<file path="config.mk">
export PLATFORM = sky130hd
export DESIGN_NAME = dhp_pin_ctrl
export DESIGN_NICKNAME = d
export VERILOG_FILES = /design/src/hw/dhp_pin_ctrl.v
export VERILOG_INCLUDE_DIRS = /design/src /design/src/hw
export SDC_FILE = /design/constraint.sdc
export NUM_CORES = 1
export LEC_CHECK = 0
export ABC_AREA = 1
export BUFFER_PORTS_ARGS = -buffer_cell sky130_fd_sc_hd__clkbuf_2
export CORE_AREA = 4 4 102 104
export CTS_CLUSTER_SIZE = 28
export DETAILED_ROUTE_END_ITERATION = 16
export DIE_AREA = 0 0 106 108
export GPL_TIMING_DRIVEN = 1
export PLACE_DENSITY = 0.56
export SYNTH_ARGS = -nofsm -noshare
export SYNTH_HDL_FRONTEND = slang
export SYNTH_SLANG_ARGS = --single-unit
</file>
<file path="constraint.sdc">
create_clock -name clock -period 1.57 [get_ports clock]
set_input_delay 0.157 -clock clock [delete_from_list [all_inputs] [get_ports clock]]
set_output_delay 0.157 -clock clock [all_outputs]
set_load 0.01 [all_outputs]
</file>
<file path="src/hw/dhp_map.vh">
// Address map, field positions, reset values and timing of the
// DMA handshake pin controller.
// Assumes a register port with 4-bit word addresses and 8-bit data.
`ifndef DHP_MAP_VH
`define DHP_MAP_VH

// Register addresses
`define DHP_ADDR_CTRL 4'h0
`define DHP_ADDR_DRIVE 4'h1
`define DHP_ADDR_PINS 4'h2
`define DHP_ADDR_IRQ_STAT 4'h3
`define DHP_ADDR_IRQ_MASK 4'h4

// Control register fields
`define DHP_CTRL_INIT 0
`define DHP_CTRL_DISK 1
`define DHP_CTRL_POL_END 2
`define DHP_CTRL_POL_REQ 3
`define DHP_CTRL_POL_ACK 4
`define DHP_CTRL_POL_RD 5
`define DHP_CTRL_POL_WR 6
// Target mode, request active high, the rest active low
`define DHP_CTRL_RESET 8'h08

// Drive register fields: assert the matching pin while it is an output
`define DHP_DRV_REQ 0
`define DHP_DRV_ACK 1
`define DHP_DRV_RD 2
`define DHP_DRV_WR 3
`define DHP_DRIVE_RESET 8'h00

// Pin index, used in the sampled pin vector and the pins register
`define DHP_PIN_END 0
`define DHP_PIN_REQ 1
`define DHP_PIN_ACK 2
`define DHP_PIN_RD 3
`define DHP_PIN_WR 4
`define DHP_PIN_DISK_IRQ 5
`define DHP_PINS_INIT 6
`define DHP_PINS_DISK 7

// Interrupt status and mask fields
`define DHP_IRQ_END 0
`define DHP_IRQ_DISK 1
`define DHP_IRQ_REQ 2
`define DHP_IRQ_STAT_RESET 3'h0
`define DHP_IRQ_MASK_RESET 3'h0

// Reset pulse timing
`define DHP_RESET_PULSE_US 500
`define DHP_CLOCK_MHZ 100

`endif

</file>
<file path="src/hw/dhp_pin_ctrl.v">
// DMA handshake pin controller: direction, polarity and sampling of the
// request, acknowledge, read and write strobe pins, end-of-transfer and
// disk interrupt inputs, with a small register port and an interrupt.
// Assumes the pad ring resolves each two-way pin from _out and _oe.
//
// Contract
// - Reset pin low resets the device at once, without a clock edge; pulse 500 us.
// - End-of-transfer is sampled only in target mode, active level programmable.
// - Request pin is input when initiator bit is 1, device output when 0.
// - Acknowledge pin is input when initiator bit is 0, output when 1.
// - Read strobe pin is input when initiator bit is 0, output when 1.
// - Write strobe pin is input when initiator bit is 0, output when 1.
// - Disk interrupt input is taken as an interrupt request from the disk.
// - Pin directions also depend on the disk interface select bit.
//
// The address-and-strobe port and the placing of the registers were decided locally.
`timescale 1ns/1ns
`include "dhp_map.vh"

module dhp_pin_ctrl #(
    parameter [15:0] RESET_CYCLES = `DHP_RESET_PULSE_US * `DHP_CLOCK_MHZ
) (
    input wire clock,
    input wire rst_n,
    input wire reset_pin_n,
    input wire [3:0] reg_addr,
    input wire [7:0] reg_wdata,
    input wire reg_wr,
    input wire reg_rd,
    output reg [7:0] reg_rdata,
    input wire end_of_transfer_in,
    input wire dma_request_line_in,
    output reg dma_request_line_out,
    output reg dma_request_line_oe,
    input wire dma_acknowledge_line_in,
    output reg dma_acknowledge_line_out,
    output reg dma_acknowledge_line_oe,
    input wire dma_read_strobe_in,
    output reg dma_read_strobe_out,
    output reg dma_read_strobe_oe,
    input wire dma_write_strobe_in,
    output reg dma_write_strobe_out,
    output reg dma_write_strobe_oe,
    input wire disk_interrupt_input,
    output reg irq,
    output reg in_reset
);

    // Reset stretch: the device stays in reset for the full pulse time
    // after the pin rises, so a short glitch still yields a clean reset.
    reg [15:0] hold_cnt_reg;
    wire run;

    assign run = (hold_cnt_reg == 16'h0000);

    always @(posedge clock or negedge reset_pin_n) begin
        if (!reset_pin_n) begin
            hold_cnt_reg <= RESET_CYCLES;
        end else if (!rst_n) begin
            hold_cnt_reg <= 16'h0000;
        end else if (!run) begin
            hold_cnt_reg <= hold_cnt_reg - 16'h0001;
        end
    end

    wire live;
    assign live = rst_n & run;

    // Pin sampling, three stages; a level is taken once stages two and
    // three agree, so a single metastable sample never counts.
    // Limitation: the reset pin itself is not synchronised on release.
    reg [5:0] s1_reg;
    reg [5:0] s2_reg;
    reg [5:0] s3_reg;
    reg [5:0] lvl_reg;
    wire [5:0] pins_raw;
    wire [5:0] lvl_next;

    assign pins_raw = {disk_interrupt_input, dma_write_strobe_in, dma_read_strobe_in,
                       dma_acknowledge_line_in, dma_request_line_in, end_of_transfer_in};
    assign lvl_next = (s2_reg & s3_reg) | (lvl_reg & (s2_reg | s3_reg));

    always @(posedge clock or negedge reset_pin_n) begin
        if (!reset_pin_n) begin
            s1_reg <= 6'h00;
            s2_reg <= 6'h00;
            s3_reg <= 6'h00;
            lvl_reg <= 6'h00;
        end else begin
            s1_reg <= pins_raw;
            s2_reg <= s1_reg;
            s3_reg <= s2_reg;
            lvl_reg <= lvl_next;
        end
    end

    // Configuration
    reg [7:0] ctrl_reg;
    reg [7:0] drive_reg;
    reg [2:0] mask_reg;
    reg [2:0] stat_reg;
    reg [1:0] mode_reg;
    reg [5:0] act_prev_reg;

    wire init_sel;
    wire disk_sel;
    wire target;
    wire drive_strobes;
    wire drive_req;
    wire turn;
    wire [5:0] pol_vec;
    wire [5:0] act;

    assign init_sel = ctrl_reg[`DHP_CTRL_INIT];
    assign disk_sel = ctrl_reg[`DHP_CTRL_DISK];
    // Disk mode makes the device the strobing side whatever the initiator bit
    assign drive_strobes = init_sel | disk_sel;
    assign drive_req = ~init_sel & ~disk_sel;
    assign target = ~init_sel & ~disk_sel;
    assign turn = (mode_reg != {disk_sel, init_sel});

    // Interrupt request from the disk is fixed active high
    assign pol_vec = {1'b1, ctrl_reg[`DHP_CTRL_POL_WR], ctrl_reg[`DHP_CTRL_POL_RD],
                      ctrl_reg[`DHP_CTRL_POL_ACK], ctrl_reg[`DHP_CTRL_POL_REQ],
                      ctrl_reg[`DHP_CTRL_POL_END]};
    // Level normalised to asserted = 1
    assign act = lvl_reg ~^ pol_vec;

    // Events
    wire end_act;
    wire end_evt;
    wire disk_evt;
    wire req_evt;
    wire [2:0] evt;

    assign end_act = act[`DHP_PIN_END] & target;
    assign end_evt = end_act & ~act_prev_reg[`DHP_PIN_END];
    assign disk_evt = act[`DHP_PIN_DISK_IRQ] & ~act_prev_reg[`DHP_PIN_DISK_IRQ];
    assign req_evt = act[`DHP_PIN_REQ] & ~act_prev_reg[`DHP_PIN_REQ] & ~drive_req & ~turn;

    assign evt = 3'h0
        | ({2'h0, end_evt} << `DHP_IRQ_END)
        | ({2'h0, disk_evt} << `DHP_IRQ_DISK)
        | ({2'h0, req_evt} << `DHP_IRQ_REQ);

    wire stat_rd;
    wire [2:0] stat_next;

    assign stat_rd = reg_rd & (reg_addr == `DHP_ADDR_IRQ_STAT);
    // A new event beats the clear-on-read in the same cycle
    assign stat_next = (stat_reg & {3{~stat_rd}}) | evt;

    // Register writes
    always @(posedge clock or negedge reset_pin_n) begin
        if (!reset_pin_n) begin
            ctrl_reg <= `DHP_CTRL_RESET;
            drive_reg <= `DHP_DRIVE_RESET;
            mask_reg <= `DHP_IRQ_MASK_RESET;
        end else if (!live) begin
            ctrl_reg <= `DHP_CTRL_RESET;
            drive_reg <= `DHP_DRIVE_RESET;
            mask_reg <= `DHP_IRQ_MASK_RESET;
        end else begin
            if (reg_wr && reg_addr == `DHP_ADDR_CTRL) begin
                ctrl_reg <= reg_wdata;
            end
            if (reg_wr && reg_addr == `DHP_ADDR_DRIVE) begin
                drive_reg <= reg_wdata;
            end else if (end_evt) begin
                // End of transfer withdraws the device's own request
                drive_reg[`DHP_DRV_REQ] <= 1'b0;
            end
            if (reg_wr && reg_addr == `DHP_ADDR_IRQ_MASK) begin
                mask_reg <= reg_wdata[2:0];
            end
        end
    end

    // Status, edge history and interrupt line
    always @(posedge clock or negedge reset_pin_n) begin
        if (!reset_pin_n) begin
            stat_reg <= `DHP_IRQ_STAT_RESET;
            act_prev_reg <= 6'h00;
            irq <= 1'b0;
        end else if (!live) begin
            stat_reg <= `DHP_IRQ_STAT_RESET;
            // Track pin levels in reset so no false edge follows it
            act_prev_reg <= {act[5:1], end_act};
            irq <= 1'b0;
        end else begin
            stat_reg <= stat_next;
            act_prev_reg <= {act[5:1], end_act};
            irq <= |(stat_next & mask_reg);
        end
    end

    // Pin drivers. A change of mode releases every pin for one cycle so
    // the two sides never drive a pin at once during the swap.
    wire req_oe_next;
    wire ack_oe_next;
    wire rd_oe_next;
    wire wr_oe_next;
    wire req_out_next;
    wire ack_out_next;
    wire rd_out_next;
    wire wr_out_next;

    assign req_oe_next = drive_req & ~turn;
    assign ack_oe_next = drive_strobes & ~turn;
    assign rd_oe_next = drive_strobes & ~turn;
    assign wr_oe_next = drive_strobes & ~turn;
    // Asserted drive shows the active level of the chosen polarity
    assign req_out_next = drive_reg[`DHP_DRV_REQ] ~^ ctrl_reg[`DHP_CTRL_POL_REQ];
    assign ack_out_next = drive_reg[`DHP_DRV_ACK] ~^ ctrl_reg[`DHP_CTRL_POL_ACK];
    assign rd_out_next = drive_reg[`DHP_DRV_RD] ~^ ctrl_reg[`DHP_CTRL_POL_RD];
    assign wr_out_next = drive_reg[`DHP_DRV_WR] ~^ ctrl_reg[`DHP_CTRL_POL_WR];

    // Mode history, used to spot a swap of directions
    always @(posedge clock or negedge reset_pin_n) begin
        if (!reset_pin_n) begin
            mode_reg <= 2'h0;
        end else if (!live) begin
            mode_reg <= 2'h0;
        end else begin
            mode_reg <= {disk_sel, init_sel};
        end
    end

    always @(posedge clock or negedge reset_pin_n) begin
        if (!reset_pin_n) begin
            dma_request_line_oe <= 1'b0;
            dma_acknowledge_line_oe <= 1'b0;
            dma_read_strobe_oe <= 1'b0;
            dma_write_strobe_oe <= 1'b0;
            dma_request_line_out <= 1'b0;
            dma_acknowledge_line_out <= 1'b0;
            dma_read_strobe_out <= 1'b0;
            dma_write_strobe_out <= 1'b0;
        end else if (!live) begin
            dma_request_line_oe <= 1'b0;
            dma_acknowledge_line_oe <= 1'b0;
            dma_read_strobe_oe <= 1'b0;
            dma_write_strobe_oe <= 1'b0;
            dma_request_line_out <= 1'b0;
            dma_acknowledge_line_out <= 1'b0;
            dma_read_strobe_out <= 1'b0;
            dma_write_strobe_out <= 1'b0;
        end else begin
            dma_request_line_oe <= req_oe_next;
            dma_acknowledge_line_oe <= ack_oe_next;
            dma_read_strobe_oe <= rd_oe_next;
            dma_write_strobe_oe <= wr_oe_next;
            dma_request_line_out <= req_out_next;
            dma_acknowledge_line_out <= ack_out_next;
            dma_read_strobe_out <= rd_out_next;
            dma_write_strobe_out <= wr_out_next;
        end
    end

    // Read port: data in the cycle after the strobe, zero otherwise
    reg [7:0] rd_mux;
    wire [7:0] rdata_next;

    // Zero outside the answer cycle keeps the bus quiet
    assign rdata_next = reg_rd ? rd_mux : 8'h00;

    always @* begin
        rd_mux = 8'h00;
        case (reg_addr)
            `DHP_ADDR_CTRL: begin
                rd_mux = ctrl_reg;
            end
            `DHP_ADDR_DRIVE: begin
                rd_mux = drive_reg;
            end
            `DHP_ADDR_PINS: begin
                rd_mux = {disk_sel, init_sel, act[5:1], end_act};
            end
            `DHP_ADDR_IRQ_STAT: begin
                rd_mux = {5'h00, stat_reg};
            end
            `DHP_ADDR_IRQ_MASK: begin
                rd_mux = {5'h00, mask_reg};
            end
            default: begin
                rd_mux = 8'h00;
            end
        endcase
    end

    always @(posedge clock or negedge reset_pin_n) begin
        if (!reset_pin_n) begin
            reg_rdata <= 8'h00;
            in_reset <= 1'b1;
        end else if (!live) begin
            reg_rdata <= 8'h00;
            in_reset <= 1'b1;
        end else begin
            reg_rdata <= rdata_next;
            in_reset <= 1'b0;
        end
    end

endmodule
</file>
After elaboration in Yosys (flattened, before gate mapping) --
Cells that the tools add are included.
Storage, ports and cells: flip-flop bits (word level) 86, bits of input ports 23, output and inout bits 18, logic and storage cells 95
Cells by class: $add $sub $neg 1, equality and inequality tests 10, multiplexer cells 23, bitwise operators 34, reduce and logical (&&, ||, !) cells 6
Operators with widths (number):
- 8-bit 2-to-1 mux | 5
- 8-bit one-hot mux with 5 select lines | 1
- 16-bit 2-to-1 mux | 2
- 16-bit logical NOT | 1
- 16-bit by 1-bit subtractor with 16-bit output, second input constant | 1
- 6-bit bitwise AND | 2
- 6-bit OR | 2
- 1-bit bitwise AND | 11
- 1-bit 2-to-1 mux | 10
- 3-bit 2-to-1 mux | 3
- 4-bit by 2-bit == test with 1-bit output, second input constant | 2
- 1-bit inverter | 8
- 7-bit 2-to-1 mux | 1
- 3-bit bitwise AND | 2
- 2-bit by 1-bit inequality test with 1-bit output, second input constant | 3
- 6-bit bitwise XNOR | 1
- 4-bit by 1-bit == test with 1-bit output, second input constant | 1
- 4-bit by 3-bit == test with 1-bit output, second input constant | 1
- 4-bit logical NOT | 1
- 1-bit bitwise XNOR | 4
- 1-bit logical AND | 3
- 3-bit by 1-bit inequality test with 1-bit output, second input constant | 1
- 2-bit by 3-bit OR with 3-bit output | 1
- 3-bit OR | 1
- 6 further kinds | 6

Depth between registers and ports, before layout --
depth in word-level cells 10, depth in mapped cells 10, depth with buffers taken out 10

Worst setup path before layout --
No wires, ideal clock.
path type register -> register, from register hold_cnt_reg[0], to register irq, setup time 65 ps, arrival 1378 ps, data required time 1505 ps, path slack 127 ps, stages on the path, launching flop included 10, path through dfrtp_1 inv_1 ha_1 nand2_2 nor2_4 nand2_2 nor2_8 buf_6 nand3_1 nand2_1
Between the ends: word-level cells in the longest chain between the ends 3
RTL lines:
- start, declared | RTL line dhp_pin_ctrl.v:51 | reg [15:0] hold_cnt_reg;
- start signal, assigned | RTL line dhp_pin_ctrl.v:62 | hold_cnt_reg <= hold_cnt_reg - 16'h0001;
- 16-bit logical NOT | RTL line dhp_pin_ctrl.v:54 | assign run = (hold_cnt_reg == 16'h0000);
- 1-bit bitwise AND | RTL line dhp_pin_ctrl.v:67 | assign live = rst_n & run;
- 1-bit 2-to-1 mux | RTL line dhp_pin_ctrl.v:185 | end else if (!live) begin
- end signal, assigned | RTL line dhp_pin_ctrl.v:193 | irq <= |(stat_next & mask_reg);
- end, declared | RTL line dhp_pin_ctrl.v:45 | output reg irq,
Every way passes these cells. A chain may end at the register's enable or synchronous reset.

Worst setup path in the final report --
from register hold_cnt_reg[1], to register ctrl_reg[4]
Between the ends: word-level cells in the longest chain between the ends 3, elaborated cells between the ends (all ways) 4, classes of those cells eq/ne: 1; mux: 1; bitwise: 1; reduce/logical: 1
RTL lines:
- 16-bit logical NOT (*) | RTL line dhp_pin_ctrl.v:54
- 1-bit bitwise AND (*) | RTL line dhp_pin_ctrl.v:67
- 2-bit by 1-bit inequality test with 1-bit output (no source line) / 8-bit 2-to-1 mux (equally long branches)
- end signal, assigned | RTL line dhp_pin_ctrl.v:156 | ctrl_reg <= `DHP_CTRL_RESET;
- end signal, assigned | RTL line dhp_pin_ctrl.v:160 | ctrl_reg <= `DHP_CTRL_RESET;
- end signal, assigned | RTL line dhp_pin_ctrl.v:165 | ctrl_reg <= reg_wdata;
- end, declared | RTL line dhp_pin_ctrl.v:98 | reg [7:0] ctrl_reg;
Mark *: on every way between the ends. The rest lies on a longest branch, timed or not.

==> summary by stage <==
Status
The run finished with clean final reports.

Timing
The number of hold violations in the final report is 0. The achievable clock frequency is 654 MHz. Setup repair after global routing could not meet its margin everywhere. Setup violations remaining at the end of the flow were counted as 0. The post-route clock skew is 0.0132 ns. The clock period minus worst slack is 1.53 ns.

The number of pins with negative max-slew slack in the final report came to 0. Across all hold checks on the routed design, the worst slack comes to 0.0410 ns. At the pin with the least slew margin, the transition time is 0.345 ns. The tightest slew margin relative to the limit is 76.9%. The ratio of final minimum period to clock period is 97.4%. After routing, the total negative slack on setup checks comes to 0 ns.

Global route
The pin count of the biggest net entering global routing is 42. Global routing used 16.0% of the available tracks across all layers. The global-route wire length before repair is 14.3 mm. Global routing finished with a remaining overflow of 0. The via count of the first global-routing pass came to 2967. The initial antenna violation count was 0.

Setup path
The launch point of the worst reg-to-reg path is hold_cnt_reg[1]. The endpoint kind of the worst setup timing path is a register. The nature of the critical path startpoint is a register. Data on the critical path is required at its endpoint by 1.86 ns. The largest driver fanout on the critical path is 13.

By startpoint and endpoint, the worst setup path is classified as register to register. In this run the worst setup path begins at hold_cnt_reg[1]. The critical path data arrival time is 1.82 ns.

Drt
Dividing the detail-routed wire length by the instance count gives 13.8 um. For this block, the initial DRC count from the detailed router was 132. The routed design has 8.84 mm of wire. The number of vias per cell after detailed routing is 4.68.

The final route contains 2991 vias. In the routed design, unresolved DRC markers number 0. The remaining antenna violation count after routing is 0.

The first TritonRoute pass finished after 4 iterations.

Synthesis
By instance count, the leading cell after synthesis is nand2_1. The average cell area after synthesis is 8.81 um^2. The area share of the leading cell type in the synthesized netlist is 50.3%. The count of yosys warnings during synthesis is 0. After synthesis the cells add up to 3730 um^2.

The main flop type after synthesis is dfrtp_1. The synthesized design contains 0 enable-type register cells. After synthesis, the cell types taking the most area are dfrtp_1 50%, nand2_1 11%, nand3_1 7.1%.

In this run, synthesis produced a sequential element count of 83. The largest area contributor in the synthesized netlist is dfrtp_1. The number of different library cells used by synthesis comes to 31. Of the synthesized area, sequential elements account for 55.9%. By count the netlist is led by 107 x nand2_1, 75 x dfrtp_1, 53 x nand3_1, 50 x inv_1, 37 x nor2_1. After synthesis, the share of flip-flops with an asynchronous set or reset is 100%. The synthesized instance count is 424.

The net count after synthesis is 449.

Placed design
The placement-stage cell area is 4220 um^2. The HPWL after detailed placement is 6.37 mm. The number of buffers inserted by port buffering is 40.

The placer's final routability congestion estimate is 0.873.

Layout
The share of post-route cells with drive strength above 1 is 27.1%. The antenna diode instance count is 0. The layout-stage area growth over the synthesis result is 25.2%. The total number of nets in the final design is 526. The flip-flop count of the largest register, all copies and words added is 16. Summing all non-filler instances in the final layout gives an area of 4680 um^2.

Floorplanning
The chip height is 108 um. The total number of placement rows is 36. The floorplan step set the die width to 106 um. 41 I/O pins were placed.

The die area is 11400 um^2. The area of the core region is 9550 um^2. The starting utilization of the core area is 39.1%.

Clock network
CTS placed an instance of clkbuf_8 at the clock tree root. The clock net in this run drives a total of 83 sinks. The clock transition at the register clock pins on the worst setup and hold paths after CTS is 0.09 ns.

In this run the number of H-tree levels came out at 3. TritonCTS built the clock tree. The number of buffers inserted during clock tree synthesis is 9. No sink is reached through more buffers than the 2 on the longest clock path.

The later-pin clock latency in the skew report is 0.36 ns.

Power and ir drop
Dividing total power by cell area gives a power density of 1480 nW/um^2. Of the total power, the share spent switching nets is 38.4%. Summed over all cells, the static leakage comes to 2.34 nW. In this run, flip-flops and latches consume 38.0% of the power. The clock network power share is 22.7%. IR analysis of the VDD net gives a maximum drop of 0.000551 V. The analysis attributes to net switching a power of 0.00265 W.

Cell internal power was estimated by the tool at 0.00425 W. Per report_power, the combinational group accounts for 39.3% of the total.

Flow run
The tool flagged a number of max-cap violations equal to 0.

Min path
In this run the most critical hold path is launched from reg_wdata[6]. The path type of the worst min-delay path is primary input to register.
[power groups by stage]
stage	combinational (W)	clock, W	sequential (W)
2_1_floorplan	0.00163	0	0.00265
3_3_place_gp	0.00233	0	0.00265
3_5_place_dp	0.00236	0	0.00266
4_1_cts	0.00238	0.00161	0.00262
5_1_grt	0.00303	0.00170	0.00266
6_report	0.00271	0.00157	0.00263
[stage by stage]
| stage | power [W] | std cells | setup slack [ns] | utilization, % |
|---|---|---|---|---|
| 2_1_floorplan | 0.00428 | 424 | 0.127 | - |
| 3_3_place_gp | 0.00499 | 610 | 0.00964 | 44.2 |
| 3_5_place_dp | 0.00501 | 610 | -0.0146 | 44.2 |
| 4_1_cts | 0.00661 | 633 | 0.00153 | 47.0 |
| 5_1_grt | 0.00740 | 639 | -0.0648 | 49.0 |
| 6_report | 0.00690 | 639 | 0.0409 | 49.0 |
[logic make-up after synthesis]
logic type               count (synthesis)  synth area share, %
adder cells (fa/ha/maj)                  8                 2.28
flip-flops                              83                 55.9
buffers and inverters                   66                 7.64
AO/OA/AOI/OAI                           31                 4.66
AND/OR/NAND/NOR                        233                 28.8
XOR/XNOR                                 3                0.704
[layout make-up]
cell class / count / area (um^2)
Tap cell: 133 / 166
Inverter: 58 / 218
Multi-Input combinational cell: 276 / 1510
Fill cell: 954 / 4870
Clock inverter: 4 / 52.6
Sequential cell: 83 / 2090
Clock buffer: 12 / 145
Timing Repair Buffer: 73 / 493
[critical path, cell delays in order, from the launching register on]
cell and delay (ns):
dfrtp_1 0.39, inv_2 0.09, ha_4 0.15, nand2_4 0.05, nor2_4 0.14, nand2_4 0.10, nor2_8 0.23, buf_12 0.16
nand3_1 0.07, o21ai_1 0.08
[final timing paths]
path / depth (start not counted) / end / slack (ns)
min reg2reg: 0 / s2_reg[0] / 0.35
max reg2reg: 9 / ctrl_reg[4] / 0.04
max in group asynchronous: 3 / s3_reg[3] / 0.75
max: 9 / ctrl_reg[4] / 0.04
min in group asynchronous: 2 / dma_request_line_oe / 0.22
min: 3 / drive_reg[6] / 0.04
[metal layers]
layer  vias up  GRT usage (%)  routed length, um
met5         -              0                  0
met4         0           6.48                109
met3         9           2.69                370
met2        60           25.5               4090
met1      1412           21.8               4270
li1       1510              -                  -
[timing repair]
item / 4_1_cts / 5_1_grt
setup endpoints to repair: 2 / 38
pin swaps: 1 / 5
setup buffers: 0 / 5
endpoints found under the hold margin: 57 / 0
hold buffers: 7 / 0
gates resized for setup: 0 / 24
gates cloned: 0 / 1
[layout by cell type, fill, tap and decap left out, types with 2 or more instances in the layout]
| cell type | Yosys | layout |
|---|---|---|
| nand3_1 | 53 | 53 |
| clkbuf_2 | 0 | 39 |
| nand2_2 | 5 | 4 |
| clkinv_4 | 0 | 2 |
| nor2_2 | 7 | 7 |
| xor2_1 | 2 | 2 |
| a31oi_4 | 0 | 4 |
| nor3_2 | 3 | 3 |
| dfstp_2 | 8 | 8 |
| nand2_1 | 107 | 104 |
| clkbuf_1 | 1 | 2 |
| o22ai_1 | 2 | 2 |
| dlygate4sd3_1 | 0 | 7 |
| nor2_4 | 3 | 6 |
| maj3_1 | 6 | 6 |
| o21ai_0 | 7 | 7 |
| dfrtp_1 | 75 | 75 |
| o21ai_1 | 8 | 7 |
| nor2_1 | 37 | 35 |
| nand4_1 | 9 | 9 |
| nor3_1 | 2 | 2 |
| a21oi_1 | 7 | 7 |
| inv_1 | 50 | 47 |
| nand2_4 | 0 | 3 |
| clkbuf_8 | 0 | 10 |
| inv_2 | 8 | 11 |
| or2_2 | 3 | 3 |
| buf_4 | 4 | 25 |
| buf_12 | 0 | 2 |
No activity file was read; power rests on OpenSTA's default activity.
